[config.mk]
export PLATFORM = sky130hd
export DESIGN_NAME = mmd_decoder
export DESIGN_NICKNAME = d
export VERILOG_FILES = /design/src/mmd_pkg.sv /design/src/mmd_decoder.sv
export VERILOG_INCLUDE_DIRS = /design/src
export SDC_FILE = /design/constraint.sdc
export NUM_CORES = 1
export LEC_CHECK = 0
export ABC_AREA = 1
export ABC_CLOCK_PERIOD_IN_PS = 2200
export BUFFER_PORTS_ARGS = -buffer_cell sky130_fd_sc_hd__buf_2
export CORE_MARGIN = 3
export CORE_UTILIZATION = 35
export CTS_BUF_LIST = sky130_fd_sc_hd__clkbuf_16
export DETAILED_ROUTE_END_ITERATION = 12
export SLEW_MARGIN = 40
export SYNTH_ARGS = -nofsm -noshare
export SYNTH_HDL_FRONTEND = slang
export SYNTH_SLANG_ARGS = --single-unit
export TNS_END_PERCENT = 1
[constraint.sdc]
create_clock -name clock -period 2.2 [get_ports clock]
set_input_delay 0.33 -clock clock [delete_from_list [all_inputs] [get_ports clock]]
set_output_delay 0.33 -clock clock [all_outputs]
set_load 0.01 [all_outputs]
[src/mmd_regs.svh]
// Address map constants for the memory map decoder
`ifndef MMD_REGS_SVH
`define MMD_REGS_SVH
`define MMD_CODE_FLASH_LO 16'h0000
`define MMD_CODE_FLASH_HI 16'h7FFF
`define MMD_CODE_VEC_HI 16'h00FF
`define MMD_CODE_CTRL_LO 16'h7F00
`define MMD_EXTERNAL_RAM_LO 16'h0000
`define MMD_EXTERNAL_RAM_HI 16'h0EF7
`define MMD_MDU_LO 16'h0EF8
`define MMD_MDU_HI 16'h0FD7
`define MMD_CONV_LO 16'h0FD8
`define MMD_CONV_HI 16'h0FFF
`define MMD_XCR_LO 16'h4020
`define MMD_XCR_HI 16'h40FF
`define MMD_BANK_HI 8'h1F
`define MMD_GPRAM_LO 8'h20
`define MMD_BITRAM_HI 8'h2F
`define MMD_GPRAM_HI 8'h7F
`define MMD_UPPER_LO 8'h80
`endif

[src/mmd_pkg.sv]
// Types for the memory map decoder
`default_nettype none
package mmd_pkg;
  typedef enum logic [1:0] {
    MMD_SP_CODE,
    MMD_SP_XDATA,
    MMD_SP_IDIRECT,
    MMD_SP_IINDIRECT
  } mmd_space_t;
  typedef enum logic [2:0] {
    MMD_T_NONE,
    MMD_T_EXTERNAL_RAM,
    MMD_T_MDU,
    MMD_T_CONV,
    MMD_T_XCR
  } mmd_xtgt_t;
endpackage : mmd_pkg
`default_nettype wire

[src/mmd_decoder.sv]
// Memory map decoder with 16-bit snapshot read support
// How it works
// - Program and data spaces decode separately by access space code.
// - Program addresses 0x0000..0x7FFF select the flash array.
// - Program addresses up to 0x00FF are flagged as the vector area.
// - Program addresses 0x7F00..0x7FFF are flagged as chip control bits.
// - External data is decoded only on external-data move accesses.
// - External 0x0000..0x0EF7 selects external RAM.
// - External 0x4020..0x40FF selects extended control registers.
// - External 0x0EF8..0x0FD7 selects the multiply/divide unit registers.
// - External 0x0FD8..0x0FFF selects converter results, high/low byte pairs.
// - Internal 0x00..0x1F are four banks of eight working registers.
// - Internal 0x20..0x7F is RAM by direct or indirect access.
// - Internal 0x20..0x2F also supports bit addressing.
// - Indirect 0x80..0xFF goes to upper internal RAM.
// - Direct 0x80..0xFF goes to special function registers.
// - Upper-byte snapshot read captures low byte; next low read returns it.
// - 16-bit values are read as two separate byte reads.
`include "mmd_regs.svh"
`default_nettype none
module mmd_decoder #(
  parameter int SNAP_N = 4
) (
  // Clock and reset
  input wire logic clock,
  input wire logic reset_n,
  // Core access
  input wire logic acc_valid,
  input wire logic acc_write,
  input wire logic [1:0] acc_space,
  input wire logic [15:0] acc_addr,
  input wire logic [7:0] acc_wdata,
  // Read data returned by targets
  input wire logic [7:0] flash_rdata,
  input wire logic [7:0] external_ram_rdata,
  input wire logic [7:0] mdu_rdata,
  input wire logic [7:0] conv_rdata,
  input wire logic [7:0] xcr_rdata,
  input wire logic [7:0] internal_ram_rdata,
  input wire logic [7:0] sfr_rdata,
  // Live 16-bit snapshot sources and their upper-byte addresses
  input wire logic [SNAP_N*16-1:0] snap_live,
  input wire logic [SNAP_N*16-1:0] snap_addr_hi,
  // Target selects, registered
  output logic flash_sel,
  output logic vector_area,
  output logic ctrl_area,
  output logic external_ram_sel,
  output logic mdu_sel,
  output logic conv_sel,
  output logic xcr_sel,
  output logic work_reg_sel,
  output logic [1:0] work_bank,
  output logic gp_ram_sel,
  output logic bit_area,
  output logic upper_ram_sel,
  output logic sfr_sel,
  output logic tgt_write,
  output logic [15:0] tgt_addr,
  output logic [7:0] tgt_wdata,
  // Read answer
  output logic rd_valid,
  output logic [7:0] rd_data
);

  function automatic logic in_rng(input logic [15:0] a, input logic [15:0] lo,
                                  input logic [15:0] hi);
    in_rng = (a >= lo) && (a <= hi);
  endfunction : in_rng

  wire logic is_code = acc_valid && (acc_space == 2'(mmd_pkg::MMD_SP_CODE));
  wire logic is_x = acc_valid && (acc_space == 2'(mmd_pkg::MMD_SP_XDATA));
  wire logic is_dir = acc_valid && (acc_space == 2'(mmd_pkg::MMD_SP_IDIRECT));
  wire logic is_ind = acc_valid && (acc_space == 2'(mmd_pkg::MMD_SP_IINDIRECT));
  wire logic is_int = is_dir || is_ind;
  wire logic [7:0] ia = acc_addr[7:0];
  wire logic [15:0] ia16 = {8'h00, ia};

  wire logic code_d = is_code && in_rng(acc_addr, `MMD_CODE_FLASH_LO, `MMD_CODE_FLASH_HI);
  wire logic vec_d = code_d && (acc_addr <= `MMD_CODE_VEC_HI);
  wire logic ctl_d = code_d && (acc_addr >= `MMD_CODE_CTRL_LO);
  wire logic external_ram_d = is_x && in_rng(acc_addr, `MMD_EXTERNAL_RAM_LO, `MMD_EXTERNAL_RAM_HI);
  wire logic xcr_d = is_x && in_rng(acc_addr, `MMD_XCR_LO, `MMD_XCR_HI);
  wire logic mdu_d = is_x && in_rng(acc_addr, `MMD_MDU_LO, `MMD_MDU_HI);
  wire logic conv_d = is_x && in_rng(acc_addr, `MMD_CONV_LO, `MMD_CONV_HI);
  wire logic wreg_d = is_int && (ia <= `MMD_BANK_HI);
  // Bank number only means something on a working register access
  wire logic [1:0] bank_d = wreg_d ? ia[4:3] : 2'h0;
  wire logic gp_d = is_int && (ia >= `MMD_GPRAM_LO) && (ia <= `MMD_GPRAM_HI);
  wire logic bit_d = is_int && in_rng(ia16, {8'h00, `MMD_GPRAM_LO},
                                      {8'h00, `MMD_BITRAM_HI});
  wire logic up_d = is_ind && (ia >= `MMD_UPPER_LO);
  wire logic sfr_d = is_dir && (ia >= `MMD_UPPER_LO);
  wire logic any_d = code_d || external_ram_d || xcr_d || mdu_d || conv_d || is_int;
  // Flash is read-only from the core; unmapped external writes are dropped
  wire logic wr_d = acc_write && any_d && !is_code;
  wire logic rd_d = acc_valid && !acc_write;

  // Snapshot matching
  logic [SNAP_N-1:0] hit_hi;
  logic [SNAP_N-1:0] hit_lo;
  logic [SNAP_N*8-1:0] cap_q;
  logic [SNAP_N-1:0] held_q;
  genvar g;
  generate
    for (g = 0; g < SNAP_N; g++) begin : g_snap
      wire logic [15:0] ha = snap_addr_hi[g*16 +: 16];
      assign hit_hi[g] = is_x && rd_d && (acc_addr == ha);
      assign hit_lo[g] = is_x && rd_d && (acc_addr == 16'(ha + 16'h0001));
      always_ff @(posedge clock or negedge reset_n) begin
        if (!reset_n) begin
          cap_q[g*8 +: 8] <= 8'h00;
          held_q[g] <= 1'b0;
        end else if (hit_hi[g]) begin
          cap_q[g*8 +: 8] <= snap_live[g*16 +: 8];
          held_q[g] <= 1'b1;
        end else if (hit_lo[g]) begin
          held_q[g] <= 1'b0;
        end
      end
    end
  endgenerate

  logic snap_lo_hit;
  logic snap_hi_hit;
  logic [7:0] snap_lo_val;
  logic [7:0] snap_hi_val;
  always_comb begin
    snap_lo_hit = 1'b0;
    snap_hi_hit = 1'b0;
    snap_lo_val = 8'h00;
    snap_hi_val = 8'h00;
    for (int i = 0; i < SNAP_N; i++) begin
      if (hit_hi[i]) begin
        snap_hi_hit = 1'b1;
        snap_hi_val = snap_live[i*16+8 +: 8];
      end
      if (hit_lo[i]) begin
        snap_lo_hit = 1'b1;
        snap_lo_val = cap_q[i*8 +: 8];
      end
    end
  end

  wire logic [7:0] mux_d =
    snap_hi_hit ? snap_hi_val :
    snap_lo_hit ? snap_lo_val :
    code_d ? flash_rdata :
    external_ram_d ? external_ram_rdata :
    mdu_d ? mdu_rdata :
    conv_d ? conv_rdata :
    xcr_d ? xcr_rdata :
    sfr_d ? sfr_rdata :
    is_int ? internal_ram_rdata : 8'h00;

  always_ff @(posedge clock or negedge reset_n) begin
    if (!reset_n) begin
      flash_sel <= 1'b0;
      vector_area <= 1'b0;
      ctrl_area <= 1'b0;
      external_ram_sel <= 1'b0;
      mdu_sel <= 1'b0;
      conv_sel <= 1'b0;
      xcr_sel <= 1'b0;
      work_reg_sel <= 1'b0;
      work_bank <= 2'h0;
      gp_ram_sel <= 1'b0;
      bit_area <= 1'b0;
      upper_ram_sel <= 1'b0;
      sfr_sel <= 1'b0;
      tgt_write <= 1'b0;
      tgt_addr <= 16'h0000;
      tgt_wdata <= 8'h00;
      rd_valid <= 1'b0;
      rd_data <= 8'h00;
    end else begin
      flash_sel <= code_d;
      vector_area <= vec_d;
      ctrl_area <= ctl_d;
      external_ram_sel <= external_ram_d;
      mdu_sel <= mdu_d;
      conv_sel <= conv_d;
      xcr_sel <= xcr_d;
      work_reg_sel <= wreg_d;
      work_bank <= bank_d;
      gp_ram_sel <= gp_d;
      bit_area <= bit_d;
      upper_ram_sel <= up_d;
      sfr_sel <= sfr_d;
      tgt_write <= wr_d;
      tgt_addr <= acc_addr;
      tgt_wdata <= acc_wdata;
      rd_valid <= rd_d;
      rd_data <= rd_d ? mux_d : 8'h00;
    end
  end

  wire logic unused_held = ^held_q;

endmodule : mmd_decoder
`default_nettype wire

==> qor_table.md <==
| Quantity | Reported |
|:---|:---|
| Clock network latency to the later pin of the worst-skew pair | 350 ps |
| Family of cells with the greatest summed delay on the critical path | simple AND/OR/NAND/NOR gates |
| Buffer depth of the longest clock path | 2 |
| Netlist cell types | 46 |
| Layout Cells excl Fill | 1878 |
| Worst setup path class | primary input to flip-flop |
| Top cells by count, synth | sky130_fd_sc_hd__nand2_1, sky130_fd_sc_hd__nor2_1, sky130_fd_sc_hd__inv_1 |
| Wire length on met2 | 14.6 mm |
| Routed wire per std cell | 16.0 µm |
| Number of clock sinks | 80 |
| Hold path cells | 1 |
| Total of max-cap violations | 0 |
| Most frequent cell on the critical path | sky130_fd_sc_hd__nand2_1 |
| Fraction of registers with async set or reset after synthesis | 100% |
| Largest vdd supply drop | 0.000290 V |
| Final Max Slew Viols | 0 |
| H-tree levels | 3 |
| Layout Skew | 6.22 ps |
| DR DRC count | 0 |
| Overall die area | 0.0225 mm² |
| Area contributors post-synth | sky130_fd_sc_hd__dfrtp_1, sky130_fd_sc_hd__nand2_1, sky130_fd_sc_hd__nor2_1 |
| Slowest cell delay on critical path | 230 ps |
| Antenna violations before repair | 2 |
| TritonRoute pass-1 iters | 5 |
| Detail-routed via count per cell | 4.74 |
| Placer Congestion | 0.911 |
| Outcome | completed |
| Most used flip-flop cell after synthesis | sky130_fd_sc_hd__dfrtp_1 |
| Most repeated cell in the gate-level netlist after synthesis | sky130_fd_sc_hd__nand2_1 |
| # placed instances | 1849 |
| Dominant cell type by area after synthesis | sky130_fd_sc_hd__dfrtp_1 |
| Critical path buffer and inverter count | 3 |
| Final hold violation count | 0 |
| Power Internal | 2.98 mW |
| Vias in the first global route | 8458 |
| Critical path, cell by cell | buf_2, ha_4, inv_1, nor2_2, nand2_2, nor3_4, nand2_1, nand2_2, nand2_1, nor2_2, nand3_2, nor2_4, nor2_4, buf_12, nand2_1, nand2_1, a21oi_1, nor2_1 |
| Total global routing overflow | 0 |
| Number of synthesized flops with an enable pin | 0 |
| Unrepaired setup endpoints after global routing | yes |
| Peak fanout along the critical path | 15 |
| Total wire length | 30.1 mm |
| Maximum number of pins on one net before global-route repair | 46 |
| Fraction of synthesized cell area taken by the top area cell type | 27.6% |
| Number of buffers created by CTS | 9 |
| Part of the power in registers | 34.4% |
| Portion of total power attributed to combinational logic | 30.2% |
| Nets@finish | 1823 |
| Growth of design area from synthesis to finish | 49.1% |
| Utilization after layout | 54.2% |
| Cell chosen for the clock root | sky130_fd_sc_hd__clkbuf_16 |
| Max Clock Freq | 483 MHz |
| Share of synthesized area occupied by flip-flops and latches | 27.6% |
| Summed negative setup slack over all endpoints | 0 ps |
| Antenna viol nets, final | 0 |
| Worst EP required | 2450 ps |
| Share of layout cells above drive strength 1 | 36.2% |
| Count of standard-cell rows | 51 |
| Via count | 8901 |
| Routed length on met1 | 12.8 mm |
| Kind of start point of the critical path | primary input |
| Count of synthesis-stage warnings from yosys | 0 |
| Detailed router's first-iteration violation count | 512 |
| Clock group share of total power | 35.5% |
| Total Routing Usage GR | 25.7% |
| Count of filler cells inserted in the layout | 2075 |
| Sw Share | 32.1% |
| Setup Viol. Count Final | 0 |
| Net switching power | 1.41 mW |
| Die boundary width | 150 µm |
| Critical path data arrival time | 2310 ps |
| Max-slew headroom | 66.4% |
| Cells on worst reg2reg path | 8 |
| Transition time at the pin with the least slew margin | 504 ps |
| Combined flip-flop and latch cell area | 0.00200 mm² |
| Period Utilization, post-route | 94.0% |
| Vertical die dimension | 150 µm |
| Post-route minimum period | 2070 ps |
| Starting Density | 36.4% |
| Mean Syn Cell Area | 6.24 µm² |
| CP Capture Type | flip-flop |
| Met3 routed wirelength | 2.08 mm |
| Detail Placement HPWL | 25.0 mm |
| Combined area of all synthesized cells | 0.00724 mm² |
| Clock-pin slew on the worst setup and hold paths | 70 ps |
| Number of buffers added on ports | 261 |
| Floorplan Core Area | 0.0199 mm² |
| Topmost layer with routed signal wires | met5 |
| Cell leakage power | 6.05 nW |
| Area taken by multi-input logic gates | 0.00465 mm² |
| Number of primary I/O pins | 262 |
| Crit. path cell count | 18 |
| Total of flip-flops plus latches after synthesis | 80 |
| Critical path's slowest cell | sky130_fd_sc_hd__nor3_4 |
| Clock tree from TritonCTS | done |
| Hold Path Class | primary input to flip-flop |
| Number of instances in the synthesized netlist | 1161 |
| Power Dens Cells | 407 mW/mm² |
| Global-route wire length before repair | 44.4 mm |
| Synth Net Count | 1379 |
## metal layers
| metal | GRT usage [%] | up-vias |
|---|---|---|
| met4 | 7.23 | 2 |
| met1 | 32.5 | 4016 |
| met2 | 44.7 | 293 |
| met5 | 0 | - |
| met3 | 4.85 | 41 |
| li1 | - | 4549 |
## area by class of cell
| class | count | share of cell area, % |
|---|---|---|
| multi-input combinational | 895 | 43.1 |
| timing repair buffer | 452 | 26.6 |
| tap | 265 | 3.07 |
| clock inverter | 7 | 0.707 |
| antenna | 3 | 0.0695 |
| sequential | 80 | 18.5 |
| clock buffer | 9 | 2.09 |
| inverter | 167 | 5.83 |
## power by group through the flow
stage / logic (mW) / registers [mW] / clock network [mW]
finish: 1.32 / 1.51 / 1.56
global placement: 1.28 / 1.54 / 0
detailed placement: 1.28 / 1.54 / 0
CTS: 1.29 / 1.51 / 1.60
global route: 1.46 / 1.51 / 1.66
floorplan: 0.539 / 1.56 / 0
## cell families (layout without fill, tap and decap cells)
group                    Yosys count  in the layout  synth area share, %
AO/OA/AOI/OAI                     53             53                 4.39
XOR/XNOR                          57             57                 6.89
adder cells (fa/ha/maj)            4              4                0.691
buffers and inverters            188            635                 10.5
flip-flops                        80             80                 27.6
multiplexers                      24             24                 3.73
other                              0              3                    0
AND/OR/NAND/NOR                  755            757                 46.2
## registers in the layout, indices dropped and copies added (netlist names)
| signal | count |
|---|---|
| vector_area | 1 |
| ctrl_area | 1 |
| rd_valid | 1 |
| gp_ram_sel | 1 |
| tgt_write | 1 |
| cap_q | 32 |
| external_ram_sel | 1 |
| work_bank | 2 |
| xcr_sel | 1 |
| work_reg_sel | 1 |
| tgt_wdata | 8 |
| sfr_sel | 1 |
| mdu_sel | 1 |
| upper_ram_sel | 1 |
| tgt_addr | 16 |
| bit_area | 1 |
| rd_data | 8 |
| conv_sel | 1 |
| flash_sel | 1 |
## worst paths after layout
| kind | to | slack [ps] | from |
|---|---|---|---|
| worst min register to register | cap_q[8] | 500 | cap_q[8] |
| worst max register to register | rd_data[0] | 1060 | cap_q[0] |
| worst min-delay path | tgt_wdata[1] | 80 | acc_wdata[1] |
| max in group asynchronous | cap_q[22] | 1070 | reset_n |
| min in group asynchronous | tgt_wdata[4] | 490 | reset_n |
| worst max-delay path | rd_data[1] | 130 | snap_addr_hi[48] |
## stage by stage
step | area, µm² | power [mW] | worst slack, ps | hold slack [ps]
after floorplan | 7240 | 2.09 | 89.0 | 34.4
after global placement | 10200 | 2.82 | -299 | 330
after detailed placement | 10200 | 2.82 | -402 | 332
after CTS | 10600 | 4.40 | 53.6 | 67.7
after global routing | 10800 | 4.64 | -65.2 | 67.9
final | 10800 | 4.39 | 131 | 79.3
## cells in the final DEF (no fill, tap or decap), types with 24 or more instances in the layout
master | Yosys | layout
sky130_fd_sc_hd__nand2_1 | 397 | 394
sky130_fd_sc_hd__buf_2 | 8 | 259
sky130_fd_sc_hd__buf_4 | 9 | 182
sky130_fd_sc_hd__inv_1 | 139 | 138
sky130_fd_sc_hd__nor2_1 | 143 | 130
sky130_fd_sc_hd__nand3_1 | 103 | 101
sky130_fd_sc_hd__dfrtp_1 | 80 | 80
sky130_fd_sc_hd__xor2_1 | 39 | 37
sky130_fd_sc_hd__nand4_1 | 35 | 35
sky130_fd_sc_hd__mux2_2 | 24 | 24
## what timing repair did
action / 4_1_cts / 5_1_grt
hold endpoints to repair: 35 / 0
buffers inserted: 0 / 7
hold buffers: 1 / 0
endpoints found under the setup margin: 7 / 8
gates resized for setup: 1 / 40
pin swaps: 0 / 16
cloned: 0 / 2
No activity file was read; power rests on OpenSTA's default activity.
